`config.mk`:
```
export PLATFORM = sky130hd
export DESIGN_NAME = pot_i2c_slave
export DESIGN_NICKNAME = d
export VERILOG_FILES = /design/src/include/pot_pkg.sv /design/src/include/pin_if.sv /design/src/rtl/pot_i2c_slave.sv /design/src/rtl/pin_filter.sv /design/src/rtl/wiper_reg.sv
export SDC_FILE = /design/constraint.sdc
export NUM_CORES = 1
export LEC_CHECK = 0
export BUFFER_PORTS_ARGS = -buffer_cell sky130_fd_sc_hd__buf_2
export CAP_MARGIN = 10
export CORE_UTILIZATION = 25
export CTS_BUF_LIST = sky130_fd_sc_hd__clkbuf_8
export CTS_CLUSTER_DIAMETER = 80
export DETAILED_ROUTE_END_ITERATION = 8
export HOLD_SLACK_MARGIN = 0.15
export SLEW_MARGIN = 0
export SYNTH_ARGS = -nofsm -noshare
export SYNTH_HDL_FRONTEND = slang
export SYNTH_SLANG_ARGS = --single-unit
```
`constraint.sdc`:
```
create_clock -name sys_clk -period 2.55 [get_ports sys_clk]
set_clock_uncertainty 0.1 [all_clocks]
set_input_delay 0 -clock sys_clk [delete_from_list [all_inputs] [get_ports sys_clk]]
set_output_delay 0 -clock sys_clk [all_outputs]
set_load 0.01 [all_outputs]
```
`src/include/pot_pkg.sv`:
```
// Purpose: Shared constants for the potentiometer serial slave
// Assumes: sys_clk at 250 MHz, bus clock far slower
// Notes: Summary of operation listed below
//
// Summary of operation
// - Slave only, seven-bit fixed address
// - Match address 0101111, eighth bit selects direction
// - No address straps; all instances share address
// - Control byte only first after start
// - General call ignored, never acknowledged
// - Software reset clears serial engine only
// - Start while receiving restarts the engine
// - Master nack after read byte resets engine
// - After stop stay idle until start
// - Write when direction bit zero; acknowledge bytes
// - Write byte committed during its acknowledge
// - Partial byte before stop or start discarded
// - Any number of write bytes until stop
// - Written byte top bit ignored, seven stored
// - Read when direction bit one; send bytes
// - Hold data line for eight bits, then release
// - Mismatched address left unacknowledged
// - Clock line never held low
// - Invalid sequence: release line, wait for start
// - Reset loads wiper with mid-scale 3Fh
package pot_pkg;
  localparam logic [6:0] slave_addr = 7'h2f;
  localparam logic [6:0] wiper_reset = 7'h3f;
  localparam int wiper_width = 7;
  localparam int sync_stages = 3;
  localparam logic [3:0] bits_per_byte = 4'h8;
  typedef enum logic [2:0] {st_idle, st_addr, st_addr_ack, st_wr_data, st_wr_ack, st_rd_data, st_rd_ack} slave_state_e;
endpackage

```
`src/include/pin_if.sv`:
```
// Purpose: Carries cleaned bus line levels and line events
// Assumes: Driven by the pin filter, read by the top
// Notes: Events are one-cycle pulses in the sys_clk domain
`timescale 1ns/1ps
`default_nettype none
interface pin_if;
  logic scl_level;
  logic sda_level;
  logic scl_rise;
  logic scl_fall;
  logic start_seen;
  logic stop_seen;
  modport filt (output scl_level, output sda_level, output scl_rise, output scl_fall, output start_seen,
    output stop_seen);
  modport eng (input scl_level, input sda_level, input scl_rise, input scl_fall, input start_seen,
    input stop_seen);
endinterface
`default_nettype wire

```
`src/rtl/pot_i2c_slave.sv`:
```
// Purpose: Serial slave engine that reads and writes the wiper
// Assumes: Bus clock at most 400 kHz, sys_clk 250 MHz
// Notes: Open-drain data output; clock is never driven
`timescale 1ns/1ps
`default_nettype none
module pot_i2c_slave (
  input wire logic sys_clk,
  input wire logic nrst,
  input wire logic clk_en,
  input wire logic scl_in,
  input wire logic sda_in,
  output logic sda_out,
  output logic sda_oe,
  output logic scl_out,
  output logic scl_oe,
  output logic [6:0] wiper,
  output logic busy
);
  pin_if pins ();
  pot_pkg::slave_state_e state_r;
  logic [7:0] shift_r;
  logic [3:0] bit_cnt_r;
  logic is_read_r;
  logic sda_drive_r;
  logic wr_en;
  logic [6:0] wr_data;

  // ----------------------------------------------------------
  // Pin conditioning and wiper storage
  // ----------------------------------------------------------
  pin_filter u_filt (
    .sys_clk(sys_clk),
    .nrst(nrst),
    .clk_en(clk_en),
    .scl_in(scl_in),
    .sda_in(sda_in),
    .pins(pins)
  );

  wiper_reg #(.width(pot_pkg::wiper_width)) u_wiper (
    .sys_clk(sys_clk),
    .nrst(nrst),
    .clk_en(clk_en),
    .wr_en(wr_en),
    .wr_data(wr_data),
    .rd_data(wiper)
  );

  // Address match: fixed, no straps, general call is just a mismatch
  function automatic logic addr_hit(input logic [7:0] ctrl);
    addr_hit = (ctrl[7:1] == pot_pkg::slave_addr);
  endfunction

  // ----------------------------------------------------------
  // Serial state machine
  // ----------------------------------------------------------
  // Start always restarts address capture; stop always idles
  always_ff @(posedge sys_clk or negedge nrst) begin
    if (!nrst) begin
      state_r <= pot_pkg::st_idle;
    end else if (clk_en) begin
      if (pins.start_seen) begin
        state_r <= pot_pkg::st_addr;
      end else if (pins.stop_seen) begin
        state_r <= pot_pkg::st_idle;
      end else if (pins.scl_fall) begin
        case (state_r)
          pot_pkg::st_addr: begin
            if (bit_cnt_r == pot_pkg::bits_per_byte) begin
              // Mismatch falls off the bus until a new start
              state_r <= addr_hit(shift_r) ? pot_pkg::st_addr_ack : pot_pkg::st_idle;
            end
          end
          pot_pkg::st_addr_ack: begin
            state_r <= is_read_r ? pot_pkg::st_rd_data : pot_pkg::st_wr_data;
          end
          pot_pkg::st_wr_data: begin
            if (bit_cnt_r == pot_pkg::bits_per_byte) state_r <= pot_pkg::st_wr_ack;
          end
          pot_pkg::st_wr_ack: begin
            state_r <= pot_pkg::st_wr_data;
          end
          pot_pkg::st_rd_data: begin
            if (bit_cnt_r == pot_pkg::bits_per_byte) state_r <= pot_pkg::st_rd_ack;
          end
          pot_pkg::st_rd_ack: begin
            // Nack from the master ends the read
            state_r <= shift_r[0] ? pot_pkg::st_idle : pot_pkg::st_rd_data;
          end
          default: begin
            state_r <= state_r;
          end
        endcase
      end
    end
  end

  // Bit counter counts sampled bits; cleared at each byte boundary
  always_ff @(posedge sys_clk or negedge nrst) begin
    if (!nrst) begin
      bit_cnt_r <= 4'h0;
    end else if (clk_en) begin
      if (pins.start_seen || pins.stop_seen) begin
        bit_cnt_r <= 4'h0;
      end else if (pins.scl_fall && (bit_cnt_r == pot_pkg::bits_per_byte)) begin
        bit_cnt_r <= 4'h0;
      end else if (pins.scl_rise && (state_r == pot_pkg::st_addr || state_r == pot_pkg::st_wr_data ||
                                     state_r == pot_pkg::st_rd_data)) begin
        bit_cnt_r <= bit_cnt_r + 4'h1;
      end
    end
  end

  // Shift register samples data on clock rise; ack slot samples the master
  always_ff @(posedge sys_clk or negedge nrst) begin
    if (!nrst) begin
      shift_r <= 8'h00;
    end else if (clk_en && pins.scl_rise) begin
      shift_r <= {shift_r[6:0], pins.sda_level};
    end
  end

  // Direction latched from the eighth control bit
  always_ff @(posedge sys_clk or negedge nrst) begin
    if (!nrst) begin
      is_read_r <= 1'b0;
    end else if (clk_en && pins.scl_fall && state_r == pot_pkg::st_addr &&
                 bit_cnt_r == pot_pkg::bits_per_byte) begin
      is_read_r <= shift_r[0];
    end
  end

  // Commit on the falling edge that opens the ack slot, so a stop or
  // start before that edge discards the byte
  assign wr_en = pins.scl_fall && !pins.start_seen && !pins.stop_seen &&
                 state_r == pot_pkg::st_wr_data && bit_cnt_r == pot_pkg::bits_per_byte;
  assign wr_data = shift_r[6:0];

  // ----------------------------------------------------------
  // Data line drive, changed only while the clock is low
  // ----------------------------------------------------------
  logic [7:0] tx_r;
  always_ff @(posedge sys_clk or negedge nrst) begin
    if (!nrst) begin
      sda_drive_r <= 1'b0;
      tx_r <= 8'h00;
    end else if (clk_en) begin
      if (pins.start_seen || pins.stop_seen) begin
        sda_drive_r <= 1'b0;
      end else if (pins.scl_fall) begin
        case (state_r)
          pot_pkg::st_addr: begin
            // Ack only a matching control byte
            sda_drive_r <= (bit_cnt_r == pot_pkg::bits_per_byte) && addr_hit(shift_r);
          end
          pot_pkg::st_addr_ack: begin
            if (is_read_r) begin
              tx_r <= {1'b0, wiper};
              sda_drive_r <= 1'b1; // Top bit of the read byte is always zero, so drive low
            end else begin
              sda_drive_r <= 1'b0;
            end
          end
          pot_pkg::st_wr_data: begin
            sda_drive_r <= (bit_cnt_r == pot_pkg::bits_per_byte);
          end
          pot_pkg::st_wr_ack: begin
            sda_drive_r <= 1'b0;
          end
          pot_pkg::st_rd_data: begin
            if (bit_cnt_r == pot_pkg::bits_per_byte) begin
              sda_drive_r <= 1'b0; // Release for master ack
            end else begin
              tx_r <= {tx_r[6:0], 1'b0};
              sda_drive_r <= ~tx_r[6];
            end
          end
          pot_pkg::st_rd_ack: begin
            // Next byte on master ack, release on nack
            tx_r <= {1'b0, wiper};
            sda_drive_r <= ~shift_r[0];
          end
          default: begin
            sda_drive_r <= 1'b0;
          end
        endcase
      end
    end
  end

  assign sda_out = 1'b0;
  assign sda_oe = sda_drive_r;
  // Clock never stretched
  assign scl_out = 1'b0;
  assign scl_oe = 1'b0;
  assign busy = (state_r != pot_pkg::st_idle);
endmodule // pot_i2c_slave
`default_nettype wire

```
`src/rtl/pin_filter.sv`:
```
// Purpose: Synchronise clock and data pins and find bus events
// Assumes: Pins asynchronous to sys_clk
// Notes: A level changes only once stages two and three agree
`timescale 1ns/1ps
`default_nettype none
module pin_filter (
  input wire logic sys_clk,
  input wire logic nrst,
  input wire logic clk_en,
  input wire logic scl_in,
  input wire logic sda_in,
  pin_if.filt pins
);
  logic [pot_pkg::sync_stages-1:0] scl_sync_r;
  logic [pot_pkg::sync_stages-1:0] sda_sync_r;
  logic scl_r;
  logic sda_r;
  // ----------------------------------------------------------
  // Synchronisers, idle high like the pulled-up bus
  // ----------------------------------------------------------
  always_ff @(posedge sys_clk or negedge nrst) begin
    if (!nrst) begin
      scl_sync_r <= '1;
      sda_sync_r <= '1;
    end else if (clk_en) begin
      scl_sync_r <= {scl_sync_r[1:0], scl_in};
      sda_sync_r <= {sda_sync_r[1:0], sda_in};
    end
  end
  // Filtered level follows only when the last two stages agree
  always_ff @(posedge sys_clk or negedge nrst) begin
    if (!nrst) begin
      scl_r <= 1'b1;
      sda_r <= 1'b1;
    end else if (clk_en) begin
      if (scl_sync_r[1] == scl_sync_r[2]) scl_r <= scl_sync_r[2];
      if (sda_sync_r[1] == sda_sync_r[2]) sda_r <= sda_sync_r[2];
    end
  end
  // Start is data falling, stop is data rising, with clock high
  wire logic scl_new = (scl_sync_r[1] == scl_sync_r[2]) ? scl_sync_r[2] : scl_r;
  wire logic sda_new = (sda_sync_r[1] == sda_sync_r[2]) ? sda_sync_r[2] : sda_r;
  assign pins.scl_level = scl_r;
  assign pins.sda_level = sda_r;
  assign pins.scl_rise = clk_en & scl_new & ~scl_r;
  assign pins.scl_fall = clk_en & ~scl_new & scl_r;
  assign pins.start_seen = clk_en & scl_r & scl_new & sda_r & ~sda_new;
  assign pins.stop_seen = clk_en & scl_r & scl_new & ~sda_r & sda_new;
endmodule // pin_filter
`default_nettype wire

```
`src/rtl/wiper_reg.sv`:
```
// Purpose: Seven-bit volatile wiper setting
// Assumes: Written only from the serial engine
// Notes: Read data come straight from the register
`timescale 1ns/1ps
`default_nettype none
module wiper_reg #(
  parameter int width = pot_pkg::wiper_width
) (
  input wire logic sys_clk,
  input wire logic nrst,
  input wire logic clk_en,
  input wire logic wr_en,
  input wire logic [width-1:0] wr_data,
  output logic [width-1:0] rd_data
);
  // Only the seven-bit wiper is served; any other width stops elaboration
  if (width != pot_pkg::wiper_width) begin : g_bad_width
    $error("wiper width must be 7");
  end
  // Power-on loads mid-scale; serial resets never touch it
  always_ff @(posedge sys_clk or negedge nrst) begin
    if (!nrst) begin
      rd_data <= pot_pkg::wiper_reset;
    end else if (clk_en && wr_en) begin
      rd_data <= wr_data;
    end
  end
endmodule // wiper_reg
`default_nettype wire

```
==> impl_results.md <==
- Status: completed
- Routability Congestion: 0.777
- FMAX: 517 MHz
- Via count of the first global-routing pass: 1434
- Post-CTS Setup Repair Bufs: 0
- Post-DP HPWL: 2.57 mm
- Leak Pwr: 1.08 nW
- Reg-to-Reg Start: state_r[2]$_DFFE_PN0P_
- H-tree Lvls: 2
- Final setup TNS: 0 ns
- Via density per instance: 4.50
- Register area share after synthesis: 0.503
- Area share of the largest cell type after synthesis: 0.317
- P per Cell Area: 702 nW/um2
- Crit path time final: 1.93 ns
- Port bufs: 13
- Most common cell in the netlist: nand2_1
- CP Max Fanout: 11
- GRT Resource Usage Total: 0.101
- Post-synth EDFFs: 0
- Initial antenna violation count: 0
- Post-Syn Instances: 175
- Die Wd: 90.8 um
- Row count: 32
- Synth warnings: 0
- Placed Area: 2120 um2
- Post-synth top area cell: dfrtp_1
- Max-cap viol count: 0
- DR pass1 iterations: 4
- Vias: 1336
- Initial DRC Count: 106
- Final Hold Viols: 0
- Fraction of layout cells with a size suffix above 1: 0.262
- Count of pins over their slew limit: 0
- CTS root buf: clkbuf_8
- Post-route cell area: 2290 um2
- Pin count of the biggest net entering global routing: 40
- Max Root-Sink Buffers: 2
- Die height: 90.8 um
- Worst slew pin tran: 0.875 ns
- Ys flop type: dfrtp_1
- Clock-pin slew on the worst setup and hold paths: 0.08 ns
- Avg WL per Cell: 12.3 um
- Mapped cell area: 1970 um2
- Largest cells by area after synthesis: dfrtp_1, dfstp_2, mux2_1
- Period utilisation layout: 0.758
- Area growth syn-to-layout: 15.9%
- Starting Density: 0.257
- CP cell instances: or2_1, and3_1, o21ai_2, mux2_2
- Cell variety after synth: 51
- Worst rel slew slack: 0.417
- Arrival time worst endpoint: 2.01 ns
- ANT cells: 0
- Total Wirelength: 3.67 mm
- Final ANT Viol Nets: 0
- Global-route wire length before repair: 6.76 mm
- Grt ovf: 0
- Post-synth top cells: nand2_1, dfrtp_1, mux2_1
- Die area: 8250 um2
- RSZ-0062 raised after global routing: no
- CP peak stage delay: 0.50 ns
- # IOs: 17
- Synth Register Bits: 39
- Final #Nets: 201
- Critical-path top delay cell: dfrtp_1
- VDD IR max: 236 uV
- Setup violators final: 0
- Critical Path RT: 2.63 ns
- Crit end category: register
- Share of synthesized flip-flops with an asynchronous set or reset: 1.00
- Crit path launch: state_r[2]$_DFFE_PN0P_
- Core ar.: 7690 um2
- Worst Setup Start Kind: register
- CTS sink cnt: 39
- Worst skew pair latency: 0.28 ns
- Drt drc: 0
- Worst hold path class: primary input to async pin
- Syn Area/Cell: 11.3 um2
- CTS tree: yes
- CTS buffer count: 5
- Setup Crit Path Kind: register to register
- Filler cell count: 807
per-layer routing:
| metal | GRT usage | wire (um) | up-vias |
|---|---|---|---|
| li1 | - | - | 663 |
| met2 | 0.161 | 1670 | 14 |
| met3 | 0.0227 | 67 | 5 |
| met1 | 0.137 | 1870 | 654 |
| met4 | 0.0317 | 57 | 0 |
| met5 | 0 | 0 | - |
stage by stage:
| stage | total power [mW] | hold slack (ns) | worst slack, ns | std cells | utilization |
|---|---|---|---|---|---|
| after floorplan | 1.05 | -0.396 | 0.815 | 177 | - |
| after global placement | 1.14 | 0.0625 | 0.679 | 283 | 0.276 |
| after detailed placement | 1.15 | 0.0672 | 0.632 | 283 | 0.276 |
| after CTS | 1.63 | 0.297 | 0.626 | 297 | 0.297 |
| after global routing | 1.72 | 0.353 | 0.511 | 297 | 0.297 |
| final | 1.60 | 0.269 | 0.617 | 297 | 0.297 |
report_power, final:
part / internal [mW] / switching [mW] / total [mW] / leakage [nW]
combinational: 0.131 / 0.146 / 0.277 / 0.539
sequential: 0.733 / 0.131 / 0.864 / 0.487
clock: 0.246 / 0.217 / 0.463 / 0.0505
cells in the final DEF (no fill, tap or decap), drive strengths merged, types with 2 or more instances in the layout:
master / instances
nand3: 4
ha: 2
or3: 2
nand2: 28
nor2: 7
nand2b: 3
or3b: 2
buf: 13
inv: 3
mux2: 26
a21o: 3
a22o: 2
a21oi: 6
conb: 3
nand4: 3
and3: 3
dlygate4sd3: 6
clkbuf: 7
mux2i: 2
nand3b: 3
a311oi: 2
dfstp: 14
a31oi: 2
o21ai: 2
dfrtp: 25
registers in the layout, indices dropped and copies added, names as in the netlist:
name and flops:
shift_r 8, tx_r 7, u_wiper.rd_data 7, bit_cnt_r 4
state_r 3, u_filt.scl_sync_r 3, u_filt.sda_sync_r 3, is_read_r 1
sda_oe 1, u_filt.pins.scl_level 1, u_filt.pins.sda_level 1
worst max-delay path, delay by kind of cell, from the launching register on:
| kind | cells | cell delay (ns) |
|---|---|---|
| simple gates | 2 | 0.51 |
| flops | 1 | 0.50 |
| mux | 1 | 0.38 |
| compound gates | 1 | 0.34 |
timing repair:
item	4_1_cts	5_1_grt
hold endpoints to repair	33	0
hold buffers	6	0
resized for setup	0	0
final timing paths:
check / end / slack [ns] / cells after the start
max in group asynchronous: u_wiper.rd_data[6]$_DFFE_PN0P_ / 1.53 / 2
setup / recovery: tx_r[1]$_DFFE_PN0P_ / 0.62 / 4
hold reg to reg: tx_r[0]$_DFFE_PN0P_ / 0.38 / 1
min in group sys_clk: tx_r[0]$_DFFE_PN0P_ / 0.38 / 1
setup reg to reg: tx_r[1]$_DFFE_PN0P_ / 0.62 / 4
hold / removal: bit_cnt_r[1]$_DFFE_PN0P_ / 0.27 / 2
cell type report:
cell class / instances / area, um2 / area share
inverter: 3 / 11.3 / 0.00493
clock inverter: 1 / 7.51 / 0.00328
multi-input combinational: 126 / 925 / 0.404
timing repair buffer: 19 / 125 / 0.0547
clock buffer: 7 / 96.3 / 0.0421
sequential: 39 / 993 / 0.435
tap: 102 / 128 / 0.0558
cells by family after synthesis:
| kind of cell | synth area share |
|---|---|
| AND/OR/NAND/NOR | 0.178 |
| flip-flops | 0.503 |
| AO/OA/AOI/OAI | 0.109 |
| multiplexers | 0.159 |
| buffers and inverters | 0.0317 |
| adder cells (fa/ha/maj) | 0.0127 |
| other | 0.00190 |
| XOR/XNOR | 0.00444 |
Note: power is estimated with default switching activity, not from simulation.
